## src/design/io_port_defines.vh

```
`ifndef IO_PORT_DEFINES_VH
`define IO_PORT_DEFINES_VH

// ----------------------------------------------------------------
// register offsets (word addresses on the register port)
// ----------------------------------------------------------------
`define ADDR_W              7
`define OFS_LOWER_DIR       7'h04
`define OFS_LOWER_DATA      7'h05
`define OFS_LOWER_IRQ_EN    7'h06
`define OFS_LOWER_FLAGS     7'h07
`define OFS_PERIPH_FLAGS    7'h17
`define OFS_UPPER_DIR       7'h44
`define OFS_UPPER_DATA      7'h45
`define OFS_UPPER_IRQ_EN    7'h46
`define OFS_UPPER_FLAG      7'h47
`define OFS_FUNC_SELECT     7'h49
`define OFS_SOFT_TRIP       7'h61

// ----------------------------------------------------------------
// field positions and reset values
// ----------------------------------------------------------------
`define UPPER_DATA_BIT      0
`define UPPER_FUNC_BIT      1
`define PFLAG_TRIP_BIT      0
`define PFLAG_SYNC_BIT      1
`define FUNC_SELECT_RST     8'hFF
`define LOWER_RST           8'h00
`define UPPER_RST           1'b0
`define UPPER_FUNC_RST      1'b1
`define DATA_ZERO           16'h0000
`define PIN_SYNC_RST        9'h000
`define SRC_SYNC_RST        3'h2
`define PIN_OUT_RST         9'h000
`define PIN_OE_N_RST        9'h1FF
`define IRQ_LINE_N_RST      1'b1

`endif

```

## src/design/io_port_with_peripheral_irq.v

```verilog
// The implementer's own choices: the placing of the registers and the plain strobed port.
`include "io_port_defines.vh"

module io_port_with_peripheral_irq (
    // clock and reset
    input  wire                clk,
    input  wire                rst,
    // register port
    input  wire [`ADDR_W-1:0]  addr,
    input  wire [15:0]         wdata,
    input  wire                wr,
    input  wire                rd,
    output reg  [15:0]         rdata,
    // shared pins (input, output, output enable low = driving)
    input  wire [8:0]          pin_in,
    output reg  [8:0]          pin_out,
    output reg  [8:0]          pin_oe_n,
    // alternate functions to and from pins
    input  wire [8:0]          alt_out,
    input  wire [8:0]          alt_drive,
    output reg  [8:0]          alt_in,
    // peripheral interrupt sources
    input  wire                pwm_sync_pulse,
    input  wire                pwm_shutdown_input_n,
    input  wire                overcurrent,
    // merged interrupt to the core, active low
    output reg                 peripheral_irq_line_n
);

    // ------------------------------------------------------------
    // configuration registers and sticky flags
    // ------------------------------------------------------------
    reg  [7:0] func_sel_r;
    reg        upper_func_r;
    reg  [8:0] dir_r;
    reg  [8:0] out_data_r;
    reg  [8:0] irq_en_r;
    reg  [8:0] chg_flag_r;
    reg        trip_flag_r;
    reg        sync_flag_r;

    // ------------------------------------------------------------
    // input synchronisers
    // ------------------------------------------------------------
    reg  [8:0] pin_s1_r;
    reg  [8:0] pin_s2_r;
    reg  [8:0] pin_prev_r;
    reg  [2:0] src_s1_r;
    reg  [2:0] src_s2_r;
    reg  [2:0] src_prev_r;

    wire [8:0] gpio_use;
    wire [8:0] src_en;
    wire [8:0] chg_event;
    wire       sync_event;
    wire       trip_event;
    wire       soft_trip_wr;
    wire       rd_lower_flags;
    wire       rd_upper_flag;
    wire       rd_periph;
    wire       wr_hit;

    assign gpio_use = {upper_func_r, func_sel_r};

    always @(posedge clk or posedge rst)
    begin
        if (rst)
        begin
            pin_s1_r   <= `PIN_SYNC_RST;
            pin_s2_r   <= `PIN_SYNC_RST;
            pin_prev_r <= `PIN_SYNC_RST;
            src_s1_r   <= `SRC_SYNC_RST;
            src_s2_r   <= `SRC_SYNC_RST;
            src_prev_r <= `SRC_SYNC_RST;
        end
        else
        begin
            pin_s1_r   <= pin_in;
            pin_s2_r   <= pin_s1_r;
            pin_prev_r <= pin_s2_r;
            src_s1_r   <= {overcurrent, pwm_shutdown_input_n,
                           pwm_sync_pulse};
            src_s2_r   <= src_s1_r;
            src_prev_r <= src_s2_r;
        end
    end

    // ------------------------------------------------------------
    // per line source qualification and edge detection
    // ------------------------------------------------------------
    genvar g;
    generate
        for (g = 0; g < 9; g = g + 1)
        begin : g_line
            assign src_en[g]    = irq_en_r[g] & gpio_use[g] & ~dir_r[g];
            assign chg_event[g] = src_en[g] &
                                  (pin_s2_r[g] ^ pin_prev_r[g]);
        end
    endgenerate

    assign sync_event = src_s2_r[0] & ~src_prev_r[0];
    assign trip_event = (~src_s2_r[1] & src_prev_r[1]) |
                        (src_s2_r[2] & ~src_prev_r[2]) |
                        soft_trip_wr;

    // ------------------------------------------------------------
    // register access decode
    // ------------------------------------------------------------
    assign wr_hit         = wr;
    assign soft_trip_wr   = wr_hit & (addr == `OFS_SOFT_TRIP);
    assign rd_lower_flags = rd & (addr == `OFS_LOWER_FLAGS);
    assign rd_upper_flag  = rd & (addr == `OFS_UPPER_FLAG);
    assign rd_periph      = rd & (addr == `OFS_PERIPH_FLAGS);

    // ------------------------------------------------------------
    // per register write enables
    // ------------------------------------------------------------
    wire       wr_func_sel;
    wire       wr_lower_dir;
    wire       wr_upper_dir;
    wire       wr_lower_data;
    wire       wr_upper_data;
    wire       wr_lower_en;
    wire       wr_upper_en;

    assign wr_func_sel   = wr_hit & (addr == `OFS_FUNC_SELECT);
    assign wr_lower_dir  = wr_hit & (addr == `OFS_LOWER_DIR);
    assign wr_upper_dir  = wr_hit & (addr == `OFS_UPPER_DIR);
    assign wr_lower_data = wr_hit & (addr == `OFS_LOWER_DATA);
    assign wr_upper_data = wr_hit & (addr == `OFS_UPPER_DATA);
    assign wr_lower_en   = wr_hit & (addr == `OFS_LOWER_IRQ_EN);
    assign wr_upper_en   = wr_hit & (addr == `OFS_UPPER_IRQ_EN);

    // ------------------------------------------------------------
    // function select, line eight shares the upper data register
    // ------------------------------------------------------------
    always @(posedge clk or posedge rst)
    begin
        if (rst)
        begin
            func_sel_r   <= `FUNC_SELECT_RST;
            upper_func_r <= `UPPER_FUNC_RST;
        end
        else
        begin
            if (wr_func_sel)
            begin
                func_sel_r <= wdata[7:0];
            end
            if (wr_upper_data)
            begin
                upper_func_r <= wdata[`UPPER_FUNC_BIT];
            end
        end
    end

    // ------------------------------------------------------------
    // direction, set bit drives the line
    // ------------------------------------------------------------
    always @(posedge clk or posedge rst)
    begin
        if (rst)
        begin
            dir_r <= {`UPPER_RST, `LOWER_RST};
        end
        else
        begin
            if (wr_lower_dir)
            begin
                dir_r[7:0] <= wdata[7:0];
            end
            if (wr_upper_dir)
            begin
                dir_r[8] <= wdata[0];
            end
        end
    end

    // ------------------------------------------------------------
    // output latch, reads return the pin level instead
    // ------------------------------------------------------------
    always @(posedge clk or posedge rst)
    begin
        if (rst)
        begin
            out_data_r <= {`UPPER_RST, `LOWER_RST};
        end
        else
        begin
            if (wr_lower_data)
            begin
                out_data_r[7:0] <= wdata[7:0];
            end
            if (wr_upper_data)
            begin
                out_data_r[8] <= wdata[`UPPER_DATA_BIT];
            end
        end
    end

    // ------------------------------------------------------------
    // change interrupt enables
    // ------------------------------------------------------------
    always @(posedge clk or posedge rst)
    begin
        if (rst)
        begin
            irq_en_r <= {`UPPER_RST, `LOWER_RST};
        end
        else
        begin
            if (wr_lower_en)
            begin
                irq_en_r[7:0] <= wdata[7:0];
            end
            if (wr_upper_en)
            begin
                irq_en_r[8] <= wdata[0];
            end
        end
    end

    // ------------------------------------------------------------
    // flag next values: a new event wins over a read clear
    // ------------------------------------------------------------
    reg  [8:0] chg_flag_nxt;
    reg        trip_flag_nxt;
    reg        sync_flag_nxt;

    always @*
    begin
        chg_flag_nxt[7:0] = (rd_lower_flags ? `LOWER_RST : chg_flag_r[7:0])
                            | chg_event[7:0];
        chg_flag_nxt[8]   = (rd_upper_flag ? `UPPER_RST : chg_flag_r[8])
                            | chg_event[8];
        trip_flag_nxt     = (rd_periph ? 1'b0 : trip_flag_r)
                            | trip_event;
        sync_flag_nxt     = (rd_periph ? 1'b0 : sync_flag_r)
                            | sync_event;
    end

    // ------------------------------------------------------------
    // sticky flags
    // ------------------------------------------------------------
    always @(posedge clk or posedge rst)
    begin
        if (rst)
        begin
            chg_flag_r  <= 9'h000;
            trip_flag_r <= 1'b0;
            sync_flag_r <= 1'b0;
        end
        else
        begin
            chg_flag_r  <= chg_flag_nxt;
            trip_flag_r <= trip_flag_nxt;
            sync_flag_r <= sync_flag_nxt;
        end
    end

    // ------------------------------------------------------------
    // read data, one cycle after the strobe
    // ------------------------------------------------------------
    reg [15:0] rdata_nxt;

    always @*
    begin
        rdata_nxt = `DATA_ZERO;
        case (addr)
            `OFS_FUNC_SELECT:
            begin
                rdata_nxt[7:0] = func_sel_r;
            end
            `OFS_LOWER_DIR:
            begin
                rdata_nxt[7:0] = dir_r[7:0];
            end
            `OFS_UPPER_DIR:
            begin
                rdata_nxt[0] = dir_r[8];
            end
            `OFS_LOWER_DATA:
            begin
                rdata_nxt[7:0] = pin_s2_r[7:0];
            end
            `OFS_UPPER_DATA:
            begin
                rdata_nxt[`UPPER_DATA_BIT] = pin_s2_r[8];
                rdata_nxt[`UPPER_FUNC_BIT] = upper_func_r;
            end
            `OFS_LOWER_IRQ_EN:
            begin
                rdata_nxt[7:0] = irq_en_r[7:0];
            end
            `OFS_UPPER_IRQ_EN:
            begin
                rdata_nxt[0] = irq_en_r[8];
            end
            `OFS_LOWER_FLAGS:
            begin
                rdata_nxt[7:0] = chg_flag_r[7:0];
            end
            `OFS_UPPER_FLAG:
            begin
                rdata_nxt[0] = chg_flag_r[8];
            end
            `OFS_PERIPH_FLAGS:
            begin
                rdata_nxt[`PFLAG_TRIP_BIT] = trip_flag_r;
                rdata_nxt[`PFLAG_SYNC_BIT] = sync_flag_r;
            end
            default:
            begin
                rdata_nxt = `DATA_ZERO;
            end
        endcase
    end

    // ------------------------------------------------------------
    // registered outputs
    // ------------------------------------------------------------
    integer i;

    always @(posedge clk or posedge rst)
    begin
        if (rst)
        begin
            rdata                 <= `DATA_ZERO;
            pin_out               <= `PIN_OUT_RST;
            pin_oe_n              <= `PIN_OE_N_RST;
            alt_in                <= `PIN_OUT_RST;
            peripheral_irq_line_n <= `IRQ_LINE_N_RST;
        end
        else
        begin
            rdata <= rd ? rdata_nxt : `DATA_ZERO;
            for (i = 0; i < 9; i = i + 1)
            begin
                // mux each pin between io line and its alternate
                pin_out[i]  <= gpio_use[i] ? out_data_r[i] : alt_out[i];
                pin_oe_n[i] <= gpio_use[i] ? ~dir_r[i] : ~alt_drive[i];
                alt_in[i]   <= gpio_use[i] ? 1'b0 : pin_s2_r[i];
            end
            // level stays low while anything pending
            peripheral_irq_line_n <= ~(trip_flag_r | sync_flag_r |
                                       (|chg_flag_r));
        end
    end

endmodule // io_port_with_peripheral_irq

```

## config.mk

```make
export PLATFORM = sky130hd
export DESIGN_NAME = io_port_with_peripheral_irq
export DESIGN_NICKNAME = d
export VERILOG_FILES = /design/src/design/io_port_with_peripheral_irq.v
export VERILOG_INCLUDE_DIRS = /design/src /design/src/design
export SDC_FILE = /design/constraint.sdc
export NUM_CORES = 1
export LEC_CHECK = 0
export BUFFER_PORTS_ARGS = -buffer_cell sky130_fd_sc_hd__buf_4
export CAP_MARGIN = 20
export CORE_MARGIN = 2
export CORE_UTILIZATION = 26
export CTS_CLUSTER_SIZE = 25
export DETAILED_ROUTE_END_ITERATION = 16
export PLACE_DENSITY_LB_ADDON = 0.12
export SETUP_SLACK_MARGIN = 0.1
export SLEW_MARGIN = 20
export SYNTH_ARGS = -nofsm -noshare
export SYNTH_HDL_FRONTEND = slang
export SYNTH_SLANG_ARGS = --single-unit
```

## constraint.sdc

```tcl
create_clock -name clk -period 4.3 [get_ports clk]
set_input_delay 0.86 -clock clk [delete_from_list [all_inputs] [get_ports clk]]
set_output_delay 0.86 -clock clk [all_outputs]
set_load 0.01 [all_outputs]
```

Yosys cells after proc, flatten, opt, wreduce, memory -nomap -nowiden
Cells that the tools add are included.
{ "totals": {"regBits": 119, "output_inout_bits": 44, "word_cells": 149} }
{ "classes": {"eq_ne": 11, "muxes": 35, "bitwise": 80, "reduce_logical": 1} }
{ "op_table": {"columns": ["cell", "count"], "rows": [
  ["== test 7 bit, second input constant", 6],
  ["AND 1 bit", 41],
  ["two-way mux 1 bit", 30],
  ["case mux 6 bit (5 select lines)", 1],
  ["== test 7 x 3 -> 1 bit, second input constant", 4],
  ["inverter 1 bit", 22],
  ["two-way mux 8 bit", 2],
  ["case mux 1 bit (10 select lines)", 1],
  ["OR reduction 9 bit", 1],
  ["bitwise XOR 1 bit", 9],
  ["bitwise OR 8 bit", 1],
  ["== test 7 x 5 -> 1 bit, second input constant", 1],
  ["bitwise OR 1 bit", 7],
  ["case mux 1 bit (7 select lines)", 1]
]} }

Depth between registers and ports, before layout
{ "logic_depth": {"depth_word": 5, "ltp_mapped": 6, "ltp_nobuf": 4} }

Worst setup path before layout
Ideal clock, no wire load.
{ "synth_path": {"path_kind": "input -> register", "startpoint": "in addr[1]", "endpoint": "reg dir_r[2]", "arrival_ns": 1.893, "slack_ns": 2.279, "stages": 4, "path_cell_list": "buf_2 > nor4b_4 > nand3_2 > mux2_1"} }
{ "synth_via": {"elab_chain_cells": 2} }
{ "synth_lines": {"columns": ["element", "line_no", "source"], "rows": [
  ["from (decl)", "io_port_with_peripheral_irq.v:9", "input wire [`ADDR_W-1:0] addr,"],
  ["== test 7 x 3 -> 1 bit", null, null],
  ["AND 1 bit", "io_port_with_peripheral_irq.v:127", "assign wr_lower_dir = wr_hit & (addr == `OFS_LOWER_DIR);"],
  ["to (signal assigned)", "io_port_with_peripheral_irq.v:164", "dir_r <= {`UPPER_RST, `LOWER_RST};"],
  ["to (signal assigned)", "io_port_with_peripheral_irq.v:170", "dir_r[7:0] <= wdata[7:0];"],
  ["to (decl)", "io_port_with_peripheral_irq.v:35", "reg [8:0] dir_r;"]
]} }
No other way between the ends.
A chain may end at the register's enable or synchronous reset.

Worst setup path after layout
{ "layout_path": {"startpoint": "in addr[0]", "endpoint": "reg dir_r[2]"} }
The elaborated chain is that of the path after synthesis.

==> results.yml <==
power_and_ir_drop:
  p_int_uw: 2360
  p_sw_share_pct: 21.5
  clock_power_share_pct: 50.3
  p_seq_share_pct: 42.3
  ir_worst_vdd_mv: 0.256
  p_comb_share_pct: 7.4
  switchingPower_uw: 647
  p_leak_uw: 0.00278
  p_per_area_nw_per_um2: 488
route:
  drt_iter0_drc: 174
  dr.pass1.iters: 4
  wire_per_inst_um: 16.5
  drc: 0
  wirelength_um: 11100
  viasPerCell: 4.40
  num_vias: 2951
  ant_nets: 0
logic_synthesis:
  synth.cell_area_um2: 4660
  syn_inst: 335
  ys_types: 45
  ys_seq_elements: 119
  synth_flop_cell: "dfrtp_1"
  ys_top_cells_by_area: "dfrtp_1, dfstp_2, mux2_2, mux2i_1, nand2_1"
  ys_warn_count: 0
  syn_avg_cell_area_um2: 13.9
  yosys.area.top_type: "dfrtp_1"
  synth_top_area_share_pct: 52.0
  ys_seq_area_share_pct: 64.4
  synth-edff-count: 0
  synthArstFlopShare_pct: 100
worst_setup_path:
  critPathMaxStageDelay_ns: 0.43
  r2r_slack_ns: 2.89
  crit_start: "addr[0]"
  rr_worst_depth: 4
  worst_setup_path_start_kind: "primary input"
  cpLargestDelayFamily: "simple AND/OR/NAND/NOR gates"
  worstPathCellList: "buf_4, nor4b_4, nand3_2, mux2_1"
  cp-end-kind: "register"
  crit_type: "primary input to register"
  cp.required_ns: 4.59
  cp.depth: 4
  worst-path-buf-inv: 1
  arrival_ns: 2.29
  r2r_end: "rdata[0]$_DFF_PP0_"
  endpoint: "dir_r[2]$_DFFE_PP0P_"
  reg2reg_from: "dir_r[0]$_DFFE_PP0P_"
  critical_path.max_fanout: 20
  critical_path.slowest_cell: "nor4b_4"
clock_tree:
  path_clk_slew_ns: 0.05
  cts_setup_buffers: 0
  numClockSinks: 119
  ctsHoldBuffers: 0
  clk_latency_ns: 0.42
  cts_max_level: 4
  cts_tree: "yes"
  cts-root-buf: "clkbuf_16"
  cts_resized: 0
  cts_buffer_depth: 2
  cts_buffers: 17
grt:
  grt_use_total_pct: 12.4
  globalRouteOverflowTotal: 0
  grt_pass1_vias: 3082
  antenna_found_initial: 0
  grt_pass1_wl_um: 16900
  grt_max_degree: 57
cells_and_area:
  drive_above_1_share_pct: 43.4
  stdcell_count: 670
  diodes: 0
  fin_nets: 489
  area_delta_synth_final_pct: 32.1
timing:
  fmax_mhz: 502
  period_minus_slack_ns: 1.99
  fin_ws_ns: 2.31
  period_share_pct: 46.4
  setup_viol: 0
  relSlewSlack_pct: 52.9
  worst_slew_pin_slew_ns: 0.706
  finClkSkew_ns: 0.0131
  whs_ns: 0.344
  slew_violations: 0
  setup_tns_ns: 0
  finalHoldViolCount: 0
  rsz0062_at_grt: "no"
placement:
  port_buffers: 84
  placed_cells_incl_taps: 638
  globalplace.congestion: 0.800
  dp_hpwl_um: 7470
  dp_slack_ns: 1.83
run:
  drv_cap: 0
floorplanning:
  start_util_pct: 26.8
  coreArea_um2: 17400
  ios: 101
  die_area_um2: 19000
  core.rowCount: 48
  die_h_um: 138
  die_w_um: 138
hold_path:
  min_from: "pin_s1_r[7]$_DFF_PP0_"
  min_path_type: "register to register"
outcome:
  outcome: "finished clean"
flip-flops by register name, summed over array words and instances, names as in the netlist:
name / flops
upper_func_r: 1
pin_s2_r: 9
pin_out: 9
dir_r: 9
alt_in: 9
pin_s1_r: 9
func_sel_r: 8
chg_flag_r: 9
irq_en_r: 9
src_prev_r: 3
out_data_r: 9
src_s1_r: 3
pin_oe_n: 9
pin_prev_r: 9
sync_flag_r: 1
trip_flag_r: 1
peripheral_irq_line_n: 1
rdata: 8
src_s2_r: 3
worst min-delay path by stage:
stage / end / cells after the start
2_1_floorplan: pin_s2_r[0]$_DFF_PP0_ / 0
3_3_place_gp: pin_s2_r[2]$_DFF_PP0_ / 0
3_5_place_dp: pin_s2_r[1]$_DFF_PP0_ / 0
4_1_cts: pin_s2_r[1]$_DFF_PP0_ / 0
5_1_grt: pin_s2_r[3]$_DFF_PP0_ / 0
6_report: pin_s2_r[7]$_DFF_PP0_ / 0
placed cells by master (no fill, tap or decap), types with 2 or more instances in the layout:
master,count
nor2b_1,9
nand3b_1,2
nand2_1,31
nand3_2,3
nand4_1,2
mux2i_1,18
nand4b_1,2
inv_1,4
nand3_1,7
buf_4,87
clkinv_2,3
mux2_2,46
conb_1,8
dfstp_2,22
and4bb_2,2
and2_1,2
clkbuf_8,4
o21ai_0,8
o31ai_1,10
nor3b_1,2
nor4_1,4
a21oi_1,8
xnor2_1,9
clkbuf_16,17
dfrtp_1,97
and3_1,3
a22oi_1,5
clkbuf_1,3
bufinv_16,4
nor2_1,3
per-layer routing:
layer	routed length (um)	up-vias	global-route usage (%)
li1	-	1379	-
met1	4980	1471	15.5
met2	5320	90	19.0
met3	594	11	4.46
met4	153	0	6.24
met5	0	-	0
synth_stat cells, types with 2 or more instances:
cell	n
mux2i_1	18
and4bb_2	2
and3_1	3
mux2_2	46
nor2_1	3
buf_2	6
dfstp_2	22
buf_4	9
o31ai_1	10
nand4b_1	2
nand3_1	7
a22oi_1	5
xnor2_1	9
inv_1	5
nor4_1	4
nand2_1	31
and2_1	2
nor3b_1	2
nand4_1	2
a21oi_1	8
nand3_2	3
o21ai_0	8
dfrtp_1	97
nand3b_1	2
nor2b_1	9
cell families after synthesis:
group / synth area share (%)
AO/OA/AOI/OAI: 5.55
XOR/XNOR: 1.69
flip-flops: 64.4
other: 0.0804
AND/OR/NAND/NOR: 10.5
buffers and inverters: 2.57
multiplexers: 15.2
per-stage QoR:
step | area [um^2] | utilization, % | total power [uW]
2_1_floorplan | 4690 | - | 1400
3_3_place_gp | 5530 | 31.7 | 1510
3_5_place_dp | 5530 | 31.7 | 1520
4_1_cts | 6160 | 35.4 | 3060
5_1_grt | 6160 | 35.4 | 3150
6_report | 6160 | 35.4 | 3010
power groups by stage:
stage               clock network (uW)  registers (uW)  logic [uW]
detailed placement                   0            1290         228
global route                      1620            1280         248
CTS                               1560            1270         229
floorplan                            0            1280         121
global placement                     0            1290         225
finish                            1510            1270         222
cell type report:
class / instances / area [um^2]
timing repair buffer: 87 / 653
tap: 225 / 282
clock inverter: 8 / 143
multi-input combinational: 202 / 1570
sequential: 119 / 3010
fill: 1731 / 11300
inverter: 5 / 21.3
clock buffer: 24 / 492
Note: power is estimated with default switching activity, not from simulation.
